==> src/ufc_pkg.sv <==
// Constants for the USB frame timing counters: register codes,
// field positions, reset values and bit-time pacing.
// Assumes a single 25 MHz clock and full-speed bit times.
package ufc_pkg;
    // Clock and full-speed bit rate, in MHz
    localparam int CLK_MHZ = 25;
    localparam int BIT_MHZ = 12;
    localparam logic [4:0] ACC_STEP = 5'(BIT_MHZ);
    localparam logic [4:0] ACC_WRAP = 5'(CLK_MHZ);

    // Command codes of the parallel register port
    localparam logic [7:0] CMD_INTERVAL_RD = 8'h0d;
    localparam logic [7:0] CMD_INTERVAL_WR = 8'h8d;
    localparam logic [7:0] CMD_REMAINING_RD = 8'h0e;
    localparam logic [7:0] CMD_NUMBER_RD = 8'h0f;

    // Field positions and widths
    localparam int TOGGLE_BIT = 31;
    localparam int FSLP_LSB = 16;
    localparam int FSLP_W = 15;
    localparam int FI_LSB = 0;
    localparam int FI_W = 14;
    localparam int FN_W = 16;

    // Reset values
    localparam logic [13:0] FI_DEFAULT = 14'h2edf;
    localparam logic [14:0] FSLP_RESET = 15'h0000;
    localparam logic [13:0] FR_RESET = 14'h0000;
    localparam logic [15:0] FN_RESET = 16'h0000;
endpackage

==> src/ufc_frame_timing.sv <==
// Frame interval, frame remaining and frame number logic of a
// USB host controller, reached through a command-code register port.
// Assumes command, reset command and bus state come from logic on clk.
//
// How it works
// - A 14-bit interval field sets bit times between start-of-frame tokens.
// - Interval comes up at 11999 and returns there on controller reset command.
// - Each frame start loads the 15-bit largest-packet field into its counter.
// - A readable 14-bit remaining counter decrements once per bit time.
// - At zero the remaining counter reloads from the interval next bit time.
// - At zero the interval toggle is copied into the remaining toggle, bit 31.
// - Entering operational state reloads remaining; new interval used next frame.
// - Interval register is read with code 0d and written with code 8d.
// - Remaining register is read-only through code 0e; writes do nothing.
// - A 16-bit frame number counter is read-only through code 0f.
// - Frame number increments on every reload, also on operational entry.
// - Frame number wraps from its maximum back to zero.
// - Every frame number increment sets the start-of-frame flag.
`timescale 1ns/1ps

module ufc_frame_timing (
    // Clock and reset
    input wire logic clk,
    input wire logic rst,
    // Register command port
    input wire logic cmdValid,
    input wire logic [7:0] cmdCode,
    input wire logic [31:0] cmdWrData,
    output logic [31:0] rdData,
    output logic rdValid,
    // Controller state
    input wire logic controllerResetCmd,
    input wire logic operationalBusState,
    // Frame events and counters
    output logic startOfFrameFlag,
    output logic [14:0] largestPacketCount
);

    // Interval register fields
    logic [13:0] frameIntervalBits_reg;
    logic [14:0] fsLargestPacketBits_reg;
    logic intervalToggle_reg;

    // Remaining register and frame number
    logic [13:0] frameRemainingCount_reg;
    logic remainingToggle_reg;
    logic [15:0] frameCount_reg;

    // Bit-time pacing and state tracking
    logic [4:0] bitAcc_reg;
    logic bitTick_reg;
    logic operationalPrev_reg;

    // Decoded strobes and frame events
    logic intervalWrite;
    logic operationalEntry;
    logic frameEnd;
    logic frameReload;
    logic [5:0] accSum;

    // Command decode
    assign intervalWrite = cmdValid && (cmdCode == ufc_pkg::CMD_INTERVAL_WR);

    // Rising edge of the operational state
    assign operationalEntry = operationalBusState && !operationalPrev_reg;

    // Counter hit zero on a bit-time boundary while running
    assign frameEnd = operationalBusState && !operationalEntry && bitTick_reg
        && (frameRemainingCount_reg == 14'h0000);

    // Any reload starts a new frame
    assign frameReload = frameEnd || operationalEntry;

    // Fractional divider: 12 ticks in every 25 clocks
    // One spare bit, since accumulator plus step reaches 36
    assign accSum = {1'b0, bitAcc_reg} + {1'b0, ufc_pkg::ACC_STEP};

    // Bit-time enable; jitters by one clock but averages 12 MHz
    always_ff @(posedge clk) begin
        if (rst) begin
            bitAcc_reg <= 5'h00;
            bitTick_reg <= 1'b0;
        end else if (accSum >= {1'b0, ufc_pkg::ACC_WRAP}) begin
            bitAcc_reg <= 5'(accSum - {1'b0, ufc_pkg::ACC_WRAP});
            bitTick_reg <= 1'b1;
        end else begin
            bitAcc_reg <= accSum[4:0];
            bitTick_reg <= 1'b0;
        end
    end

    // Operational state history for entry detection
    always_ff @(posedge clk) begin
        if (rst) begin
            operationalPrev_reg <= 1'b0;
        end else begin
            operationalPrev_reg <= operationalBusState;
        end
    end

    // Interval field; reset command beats a same-cycle write
    always_ff @(posedge clk) begin
        if (rst) begin
            frameIntervalBits_reg <= ufc_pkg::FI_DEFAULT;
        end else if (controllerResetCmd) begin
            frameIntervalBits_reg <= ufc_pkg::FI_DEFAULT;
        end else if (intervalWrite) begin
            frameIntervalBits_reg <= cmdWrData[ufc_pkg::FI_LSB +: ufc_pkg::FI_W];
        end
    end

    // Largest-packet field and interval toggle, plain storage
    always_ff @(posedge clk) begin
        if (rst) begin
            fsLargestPacketBits_reg <= ufc_pkg::FSLP_RESET;
            intervalToggle_reg <= 1'b0;
        end else if (intervalWrite) begin
            fsLargestPacketBits_reg <= cmdWrData[ufc_pkg::FSLP_LSB +: ufc_pkg::FSLP_W];
            intervalToggle_reg <= cmdWrData[ufc_pkg::TOGGLE_BIT];
        end
    end

    // Remaining down counter; holds while not operational
    always_ff @(posedge clk) begin
        if (rst) begin
            frameRemainingCount_reg <= ufc_pkg::FR_RESET;
        end else if (frameReload) begin
            frameRemainingCount_reg <= frameIntervalBits_reg;
        end else if (operationalBusState && bitTick_reg) begin
            frameRemainingCount_reg <= frameRemainingCount_reg - 14'h0001;
        end
    end

    // Remaining toggle follows the interval toggle at each zero
    always_ff @(posedge clk) begin
        if (rst) begin
            remainingToggle_reg <= 1'b0;
        end else if (frameEnd) begin
            remainingToggle_reg <= intervalToggle_reg;
        end
    end

    // Frame number; natural 16-bit wrap
    always_ff @(posedge clk) begin
        if (rst) begin
            frameCount_reg <= ufc_pkg::FN_RESET;
        end else if (frameReload) begin
            frameCount_reg <= frameCount_reg + 16'h0001;
        end
    end

    // Frame start pulse and largest-packet counter load
    always_ff @(posedge clk) begin
        if (rst) begin
            startOfFrameFlag <= 1'b0;
            largestPacketCount <= ufc_pkg::FSLP_RESET;
        end else begin
            startOfFrameFlag <= frameReload;
            if (frameReload) begin
                largestPacketCount <= fsLargestPacketBits_reg;
            end
        end
    end

    // Read path; unknown codes and writes answer zero
    always_ff @(posedge clk) begin
        if (rst) begin
            rdData <= 32'h0000_0000;
            rdValid <= 1'b0;
        end else begin
            rdValid <= cmdValid;
            rdData <= 32'h0000_0000;
            if (cmdValid) begin
                case (cmdCode)
                    ufc_pkg::CMD_INTERVAL_RD: begin
                        rdData <= {intervalToggle_reg, fsLargestPacketBits_reg,
                            2'b00, frameIntervalBits_reg};
                    end
                    ufc_pkg::CMD_REMAINING_RD: begin
                        rdData <= {remainingToggle_reg, 17'h00000,
                            frameRemainingCount_reg};
                    end
                    ufc_pkg::CMD_NUMBER_RD: begin
                        rdData <= {16'h0000, frameCount_reg};
                    end
                    default: begin
                        rdData <= 32'h0000_0000;
                    end
                endcase
            end
        end
    end
endmodule // ufc_frame_timing

==> config.mk <==
export PLATFORM = sky130hd
export DESIGN_NAME = ufc_frame_timing
export DESIGN_NICKNAME = d
export VERILOG_FILES = /design/src/ufc_pkg.sv /design/src/ufc_frame_timing.sv
export SDC_FILE = /design/constraint.sdc
export NUM_CORES = 1
export LEC_CHECK = 0
export ABC_CLOCK_PERIOD_IN_PS = 3040
export BUFFER_PORTS_ARGS = -buffer_cell sky130_fd_sc_hd__buf_2
export CORE_ASPECT_RATIO = 0.9
export CORE_MARGIN = 3
export CORE_UTILIZATION = 55
export DETAILED_ROUTE_END_ITERATION = 7
export PLACE_DENSITY = 0.8
export SLEW_MARGIN = 15
export SYNTH_ARGS = -nofsm -noshare
export SYNTH_HDL_FRONTEND = slang
export SYNTH_SLANG_ARGS = --single-unit
==> constraint.sdc <==
create_clock -name clk -period 3.04 [get_ports clk]
set_clock_uncertainty 0.15 [all_clocks]
set_input_delay 0.152 -clock clk [delete_from_list [all_inputs] [get_ports clk]]
set_output_delay 0.152 -clock clk [all_outputs]
set_load 0.02 [all_outputs]
==> results of run 1 <==
==> per-layer routing <==
layer | part of all wire (%) | routed length [microns] | vias to the layer above
met4 | 3.3 | 449 | 0
met1 | 41 | 5480 | 2131
met2 | 49 | 6580 | 199
li1 | - | - | 2151
met5 | 0 | 0 | -
met3 | 7.1 | 960 | 41
==> through the flow <==
step                util (%)  setup slack [ns]  power [mW]  instance area, sq um
floorplan                  -             0.748        2.14                  4800
global placement        64.4             0.509        2.24                  5320
detailed placement      64.4             0.445        2.27                  5320
CTS                     78.9             0.430        4.38                  6520
global route            78.9             0.258        4.54                  6520
finish                  78.9             0.353        4.40                  6520
==> power by group through the flow <==
stage	Sequential, mW	Combinational, mW	Clock (mW)
after floorplan	1.67	0.477	0
after global placement	1.69	0.549	0
after detailed placement	1.69	0.580	0
after CTS	1.66	0.637	2.09
after global routing	1.67	0.714	2.16
final	1.66	0.654	2.08
==> cell families (layout without fill, tap and decap cells) <==
logic type	Yosys count	in the layout	synth area share, %
and+or+nand+nor	251	251	24.5
buffers and inverters	45	200	3.91
xor gates and xnor gates	29	29	5.29
AOI/OAI and AO/OA	85	85	11.7
adders and majority gates	8	8	2.09
muxes	16	16	3.73
DFF	117	117	48.8
==> path summary, 6_finish.rpt <==
path | startpoint | end | slack [ns] | cells past startpoint
worst min-delay path | cmdCode[1] | rdData[11]$_SDFF_PP0_ | 0.16 | 4
worst min register to register | largestPacketCount[7]$_SDFFE_PP0P_ | largestPacketCount[7]$_SDFFE_PP0P_ | 0.31 | 2
worst max-delay path | cmdCode[0] | frameIntervalBits_reg[1]$_SDFFE_PP1P_ | 0.35 | 9
worst max register to register | frameRemainingCount_reg[0]$_SDFFE_PP0P_ | frameCount_reg[3]$_SDFFE_PP0P_ | 0.42 | 7
==> cell type report <==
type	instances	area, sq um
clock inverters	14	203
clock buffers	18	418
well taps	115	144
inverters	11	41.3
fillers	504	1740
repair buffers	157	1100
multi-input cells	389	2270
flip-flops and latches	117	2340
==> worst register-to-register path: cells and delay by family (launching register included) <==
| family | cells | cell delay, ns |
|---|---|---|
| buffers and inverters | 2 | 0.43 |
| flip-flops | 1 | 0.35 |
| AO/OA/AOI/OAI | 3 | 0.83 |
| AND/OR/NAND/NOR | 1 | 0.56 |
| adder cells (fa/ha/maj) | 1 | 0.16 |
==> Yosys cell counts, types with 2 or more instances <==
cell	n
or4bb_1	2
and2_1	16
a211oi_1	13
dfxtp_1	117
nor3b_1	2
a21o_1	3
or2_2	2
nor3_2	2
nand2_1	106
a21oi_1	42
ha_1	8
a22oi_1	16
nor2_1	59
buf_2	3
nor2b_1	8
buf_6	2
or4_1	2
nand4_1	10
nand3_1	16
or4_4	2
xor2_1	12
mux2_2	15
xnor2_1	17
clkbuf_1	29
inv_1	11
nor4_1	4
nand2b_1	2
nor3_1	11
==> impl_metrics.yaml, run 1 <==
outcome:
  outcome: "finished, final reports clean"
worst_setup_path:
  cpPeakStageDelay_ns: 0.57
  critical_path.top_delay_family: "buffers and inverters"
  worstPathRequired_ns: 3.35
  cp_cell_sequence: "dlygate4sd3_1, buf_2, nor2b_1, nand4_1, nor2_2, buf_4, nand2_1, nand3_1, dlygate4sd3_1"
  path_class: "primary input to flop"
  crit_fanout: 22
  worstSetupEndpointType: "flop"
  cp.arrival_ns: 3.00
  cp_num_buf_inv: 4
  slowest_stage: "dlygate4sd3_1"
  worstSetupStartpointType: "primary input"
  cp_common_cell: "dlygate4sd3_1"
timing:
  period_minus_slack_ns: 2.69
  final_max_slew_viol_count: 0
  tightest_slew_ns: 0.790
  period_share_pct: 88.4
  tns_ns: 0
  slew_headroom_pct: 47.2
  setup_viol: 0
  whs_ns: 0.158
  fmax_mhz: 372
  hold_viol_final: 0
  rsz0062_at_grt: "false"
placed_design:
  place_congestion: 0.910
  dp_hpwl_microns: 7900
  dp_cells: 731
  port_buffers: 91
global_routing:
  grt_max_degree: 72
  grtUsageTotal_pct: 28.2
  grt_pass1_vias: 4569
  grt_antenna_before_repair: 0
  use_met1_pct: 32.7
  grt_pass1_wl_microns: 22000
  overflow: 0
  gr-usage-met2_pct: 48.6
  top_usage_layer: "met2"
  met3_usage_pct: 7.25
clocking:
  cts_tree: "yes"
  clkLatencyLatePin_ns: 0.53
  htreeDepth: 4
  numCtsBuffers: 17
  post-cts-setup-buffers: 0
  postCtsHoldBufs: 58
  cts_sinks: 117
  clockBufferDepth: 2
  ctsResizeCount: 0
  cts-root-buf: "clkbuf_8"
  clkTransAtPathRegs_ns: 0.06
floorplanning:
  start_util_pct: 58.1
  die_w_microns: 104
  die-height_microns: 94.6
  coreArea_sq_um: 8260
  rows: 31
  design.portCount: 94
  dieArea_sq_um: 9890
power_and_ir_drop:
  power.internal_mw: 3.23
  max-vdd-ir-drop_uv: 661
  power_frac_clock_pct: 47.3
  p_seq_share_pct: 37.8
  p_per_area_nw_per_um2: 675
  power_frac_comb_pct: 14.9
  p_switching_mw: 1.17
  switching_share_pct: 26.6
  p_leak_nw: 2.63
finish:
  stdcell_count: 821
  largest_register_ffs: 32
  area_growth_syn_to_layout_pct: 35.8
  drive_gt1_share_pct: 22.1
  nets: 746
  diodes: 0
  final_cell_mix: "dfxtp_1 (117), nand2_1 (106), buf_2 (91)"
  mostFrequentLayoutCell: "dfxtp_1"
logic_synthesis:
  yosysTopAreaCellShare_pct: 48.8
  ys_ff_latch: 117
  synth_top_cell_by_area: "dfxtp_1"
  syn-instance-count: 551
  syn_area_sq_um: 4800
  yosysUniqueCellTypes: 47
  syn_area_per_cell_sq_um: 8.71
  synth_fp_nets: 604
  synth_edf_count: 0
  synth_warnings: 0
  netlist_top_cells_area: "dfxtp_1 (49%), nand2_1 (8.3%), nor2_1 (4.6%)"
  seq_area_frac_synth_pct: 48.8
  ys.flop_type: "dfxtp_1"
  synth_async_sr_flop_share_pct: 0
drt:
  wire_per_inst_microns: 16.4
  viasPerCell: 5.51
  wl_microns: 13500
  ant_nets: 0
  drc_errors: 0
  drt_pass1_iterations: 5
  drt_iter0_markers: 329
  via_count: 4522
min_path:
  hp-class: "primary input to flop"
job:
  maxCapViolations: 0
No activity file was read; power rests on OpenSTA's default activity.
==> inputs of run 2 (changes only) <==
--- a/config.mk
+++ b/config.mk
@@ -12,6 +12,7 @@
 export CORE_UTILIZATION = 55
 export DETAILED_ROUTE_END_ITERATION = 7
 export PLACE_DENSITY = 0.8
+export RECOVER_POWER = 50
 export SLEW_MARGIN = 15
 export SYNTH_ARGS = -nofsm -noshare
 export SYNTH_HDL_FRONTEND = slang
==> impl_metrics.yaml, run 2 (synthesized netlist as in run 1, its figures left out) <==
floorplanning:
  die_w_microns: 104
  start_util_pct: 58.1
  design.portCount: 94
  dieArea_sq_um: 9890
  die-height_microns: 94.6
  coreArea_sq_um: 8260
  rows: 31
clocking:
  postCtsHoldBufs: 58
  clkTransAtPathRegs_ns: 0.06
  cts_tree: "yes"
  cts_sinks: 117
  clkLatencyLatePin_ns: 0.51
  ctsResizeCount: 0
  cts-root-buf: "clkbuf_8"
  numCtsBuffers: 17
  post-cts-setup-buffers: 0
  htreeDepth: 4
  clockBufferDepth: 2
placed_design:
  place_area_sq_um: 5320
  place_congestion: 0.910
  dp_hpwl_microns: 7900
  port_buffers: 91
timing:
  hold_viol_final: 0
  period_minus_slack_ns: 2.70
  rsz0062_at_grt: "false"
  fmax_mhz: 371
  period_share_pct: 88.7
  tightest_slew_ns: 1.47
  final_max_slew_viol_count: 0
  setup_viol: 0
  tns_ns: 0
  slew_headroom_pct: 2.32
min_path:
  holdPathEnd: "rdData[11]$_SDFF_PP0_"
  hp-class: "primary input to flop"
  min_path_cells: 4
  min_from: "cmdCode[1]"
worst_setup_path:
  cpPeakStageDelay_ns: 0.62
  critical_path.top_delay_family: "buffers and inverters"
  regToRegStartpoint: "frameRemainingCount_reg[0]$_SDFFE_PP0P_"
  cp_num_buf_inv: 3
  worstPathRequired_ns: 3.29
  crit_fanout: 30
  cp_common_cell: "dlygate4sd3_1"
  cp_cell_sequence: "dlygate4sd3_1, buf_2, nor2b_1, nand4_1, or2_2, nand2_1, nand3_1, dlygate4sd3_1"
  r2r_slack_ns: 0.38
  slowest_stage: "dlygate4sd3_1"
  worstSetupStartpointType: "primary input"
  worstSetupEndpointType: "flop"
  rr_endpoint: "frameCount_reg[3]$_SDFFE_PP0P_"
  cp.arrival_ns: 2.94
  path_class: "primary input to flop"
  rr_worst_depth: 7
power_and_ir_drop:
  switching_share_pct: 26.5
  p_switching_mw: 1.17
  p_seq_share_pct: 37.9
  power.internal_mw: 3.23
  p_per_area_nw_per_um2: 682
  p_leak_nw: 2.39
  power_frac_comb_pct: 14.9
  power_frac_clock_pct: 47.2
  max-vdd-ir-drop_uv: 659
  total_power_mw: 4.40
drt:
  viasPerCell: 5.51
  ant_nets: 0
  wire_per_inst_microns: 16.5
  wl_microns: 13500
  drc_errors: 0
  drt_iter0_markers: 332
  via_count: 4526
  drt_pass1_iterations: 5
finish:
  fill_cells: 539
  mostFrequentLayoutCell: "dfxtp_1"
  nets: 746
  final_cell_mix: "dfxtp_1 (117), nand2_1 (106), nor2_1 (58), dlygate4sd3_1 (58), clkbuf_1 (53)"
  diodes: 0
  drive_gt1_share_pct: 14.7
  final_area_sq_um: 6450
  final_util_pct: 78.0
  largest_register_ffs: 32
  area_growth_syn_to_layout_pct: 34.3
global_routing:
  grt_max_degree: 72
  grt_pass1_vias: 4569
  grt_pass1_wl_microns: 22000
  grtUsageTotal_pct: 28.2
  grt_antenna_before_repair: 0
  overflow: 0
outcome:
  outcome: "finished, final reports clean"
job:
  maxCapViolations: 0
==> run 2: cell types whose count changed in the layout (fill, tap and decap cells not counted) <==
cell,before,now
clkbuf_1,1,53
buf_2,91,41
and2_0,1,9
and2_1,16,8
buf_4,8,5
clkbuf_2,0,1
==> run 2: metrics by stage <==
stage	worst slack, ns	hold slack [ns]	std cells
finish	0.345	0.166	821
global route	0.250	0.178	821
detailed placement	0.445	0.219	731
floorplan	0.748	0.114	551
global placement	0.509	0.218	731
CTS	0.430	0.123	821
==> run 2: worst max-delay path by stage <==
stage / cells after the start / startpoint / endpoint
2_1_floorplan: 9 / frameRemainingCount_reg[0]$_SDFFE_PP0P_ / frameCount_reg[9]$_SDFFE_PP0P_
3_3_place_gp: 7 / frameRemainingCount_reg[0]$_SDFFE_PP0P_ / frameCount_reg[3]$_SDFFE_PP0P_
3_5_place_dp: 7 / frameRemainingCount_reg[0]$_SDFFE_PP0P_ / frameCount_reg[3]$_SDFFE_PP0P_
4_1_cts: 7 / frameRemainingCount_reg[0]$_SDFFE_PP0P_ / frameCount_reg[3]$_SDFFE_PP0P_
5_1_grt: 6 / rst / frameIntervalBits_reg[8]$_SDFFE_PP0P_
6_report: 8 / cmdCode[0] / frameIntervalBits_reg[2]$_SDFFE_PP1P_
==> run 2: worst reg2reg max path: stages, from the launching register on <==
cell and delay (ns):
dfxtp_1 0.35, inv_1 0.10, ha_1 0.15, or4bb_1 0.56
o41a_2 0.53, buf_4 0.34, o21ai_0 0.22, a21oi_1 0.08
==> run 2: cell type report <==
cell class / instances / area [sq um] / share of cell area, %
flip-flops and latches: 117 / 2340 / 36.3
multi-input cells: 389 / 2270 / 35.3
clock inverters: 14 / 203 / 3.14
clock buffers: 18 / 418 / 6.48
inverters: 11 / 41.3 / 0.641
well taps: 115 / 144 / 2.23
repair buffers: 157 / 1020 / 15.9
==> run 2: routing by layer <==
metal | share of wire (%) | GRT usage (%)
met3 | 7.3 | 7.25
met2 | 50 | 48.6
met5 | 0 | 0
met4 | 3.0 | 14.4
met1 | 40 | 32.7
==> run 2: power groups by stage <==
stage	sequential, mW	clock (mW)	combinational, mW
global route	1.67	2.16	0.713
global placement	1.69	0	0.549
CTS	1.66	2.09	0.637
floorplan	1.67	0	0.477
detailed placement	1.69	0	0.580
finish	1.66	2.07	0.656
==> inputs of run 3 (changes only) <==
--- a/config.mk
+++ b/config.mk
@@ -7,12 +7,13 @@
 export LEC_CHECK = 0
 export ABC_CLOCK_PERIOD_IN_PS = 3040
 export BUFFER_PORTS_ARGS = -buffer_cell sky130_fd_sc_hd__buf_2
+export CAP_MARGIN = 25
 export CORE_ASPECT_RATIO = 0.9
 export CORE_MARGIN = 3
 export CORE_UTILIZATION = 55
 export DETAILED_ROUTE_END_ITERATION = 7
 export PLACE_DENSITY = 0.8
-export RECOVER_POWER = 50
+export RECOVER_POWER = 100
 export SLEW_MARGIN = 15
 export SYNTH_ARGS = -nofsm -noshare
 export SYNTH_HDL_FRONTEND = slang
==> impl_metrics.yaml, run 3 (synthesized netlist as in run 1, its figures left out) <==
outcome:
  outcome: "finished, final reports clean"
worst_setup_path:
  worstSetupStartpointType: "flop"
  crit_fanout: 15
  path_class: "flop to flop"
  regToRegStartpoint: "frameRemainingCount_reg[0]$_SDFFE_PP0P_"
  cp.arrival_ns: 2.93
  worstPathRequired_ns: 3.22
  worstSetupEndpointType: "flop"
  rr_endpoint: "frameCount_reg[13]$_SDFFE_PP0P_"
  rr_worst_depth: 8
  r2r_slack_ns: 0.29
min_path:
  min_from: "cmdCode[1]"
  min_path_cells: 4
  hp-class: "primary input to flop"
  holdPathEnd: "rdData[11]$_SDFF_PP0_"
placed_design:
  port_buffers: 91
  place_congestion: 0.910
  dp_hpwl_microns: 7900
power_and_ir_drop:
  p_switching_mw: 1.16
  power.internal_mw: 3.23
  p_seq_share_pct: 37.9
  power_frac_comb_pct: 14.8
  max-vdd-ir-drop_uv: 662
  p_per_area_nw_per_um2: 685
  p_leak_nw: 2.38
  power_frac_clock_pct: 47.3
  switching_share_pct: 26.5
floorplanning:
  die_w_microns: 104
  rows: 31
  die-height_microns: 94.6
  start_util_pct: 58.1
  dieArea_sq_um: 9890
  design.portCount: 94
  coreArea_sq_um: 8260
clocking:
  clockBufferDepth: 2
  cts-root-buf: "clkbuf_8"
  htreeDepth: 4
  clkLatencyLatePin_ns: 0.52
  cts_sinks: 117
  cts_tree: "yes"
  numCtsBuffers: 17
  clkTransAtPathRegs_ns: 0.06
  post-cts-setup-buffers: 0
  postCtsHoldBufs: 58
  ctsResizeCount: 0
timing:
  setup_viol: 0
  tightest_slew_ns: 1.46
  final_max_slew_viol_count: 0
  rsz0062_at_grt: "false"
  tns_ns: 0
  slew_headroom_pct: 2.73
  hold_viol_final: 0
  period_minus_slack_ns: 2.75
  period_share_pct: 90.4
  fmax_mhz: 364
drt:
  drc_errors: 0
  viasPerCell: 5.47
  ant_nets: 0
  wl_microns: 13600
  via_count: 4488
  wire_per_inst_microns: 16.5
  drt_iter0_markers: 373
  drt_pass1_iterations: 6
finish:
  largest_register_ffs: 32
  mostFrequentLayoutCell: "dfxtp_1"
  register_area_sq_um: 2340
  drive_gt1_share_pct: 14.0
  final_cell_mix: "dfxtp_1 (117), nand2_1 (106), nor2_1 (58), dlygate4sd3_1 (58), clkbuf_1 (53)"
  final_util_pct: 77.6
  fill_cells: 549
  nets: 746
  area_growth_syn_to_layout_pct: 33.5
  multiInputGateArea_sq_um: 2240
  diodes: 0
global_routing:
  grt_pass1_vias: 4569
  grtUsageTotal_pct: 28.2
  grt_pass1_wl_microns: 22000
  grt_max_degree: 72
  overflow: 0
  grt_antenna_before_repair: 0
job:
  maxCapViolations: 0
-- run 3: cell counts in the layout (fill, tap and decap cells not counted) --
Identical to the previous run, type by type.
-- run 3: cell type report --
class	count	area share, %
Sequential cell	117	36.5
Timing Repair Buffer	157	16.0
Multi-Input combinational cell	389	34.9
Clock buffer	18	6.52
Inverter	11	0.644
Tap cell	115	2.25
Clock inverter	14	3.16
-- run 3: critical path, cell delays in order (launching register included) --
cell,delay (ns)
dfxtp_1,0.35
inv_1,0.10
ha_1,0.15
or4bb_1,0.53
o41ai_1,0.51
buf_4,0.32
nand4_1,0.13
xor2_1,0.22
nor2_1,0.09
-- run 3: worst max path at each step --
stage	start	end	slack [ns]	depth (start not counted)
6_report	frameRemainingCount_reg[0]$_SDFFE_PP0P_	frameCount_reg[13]$_SDFFE_PP0P_	0.29	8
5_1_grt	frameRemainingCount_reg[0]$_SDFFE_PP0P_	frameCount_reg[13]$_SDFFE_PP0P_	0.16	8
4_1_cts	frameRemainingCount_reg[0]$_SDFFE_PP0P_	frameCount_reg[3]$_SDFFE_PP0P_	0.43	7
3_5_place_dp	frameRemainingCount_reg[0]$_SDFFE_PP0P_	frameCount_reg[3]$_SDFFE_PP0P_	0.45	7
3_3_place_gp	frameRemainingCount_reg[0]$_SDFFE_PP0P_	frameCount_reg[3]$_SDFFE_PP0P_	0.51	7
2_1_floorplan	frameRemainingCount_reg[0]$_SDFFE_PP0P_	frameCount_reg[9]$_SDFFE_PP0P_	0.75	9
-- run 3: stage by stage --
| stage | area [sq um] | hold slack (ns) | total power [mW] | cells | worst slack [ns] |
|---|---|---|---|---|---|
| after floorplan | 4800 | 0.114 | 2.14 | 551 | 0.748 |
| after global placement | 5320 | 0.218 | 2.24 | 731 | 0.509 |
| after detailed placement | 5320 | 0.219 | 2.27 | 731 | 0.445 |
| after CTS | 6520 | 0.123 | 4.38 | 821 | 0.430 |
| after global routing | 6410 | 0.178 | 4.54 | 821 | 0.159 |
| final | 6410 | 0.160 | 4.39 | 821 | 0.292 |
-- run 3: per-layer routing --
metal	GRT usage, %	vias to the layer above	wire, microns	share of wire (%)
met1	32.7	2102	5510	41
met2	48.6	194	6710	50
li1	-	2150	-	-
met5	0	-	0	0
met4	14.4	0	405	3.0
met3	7.25	42	923	6.8
-- run 3: power by group through the flow --
stage,Sequential (mW),Clock [mW],Combinational (mW)
finish,1.66,2.08,0.649
global route,1.67,2.16,0.708
CTS,1.66,2.09,0.637
detailed placement,1.69,0,0.580
global placement,1.69,0,0.549
floorplan,1.67,0,0.477
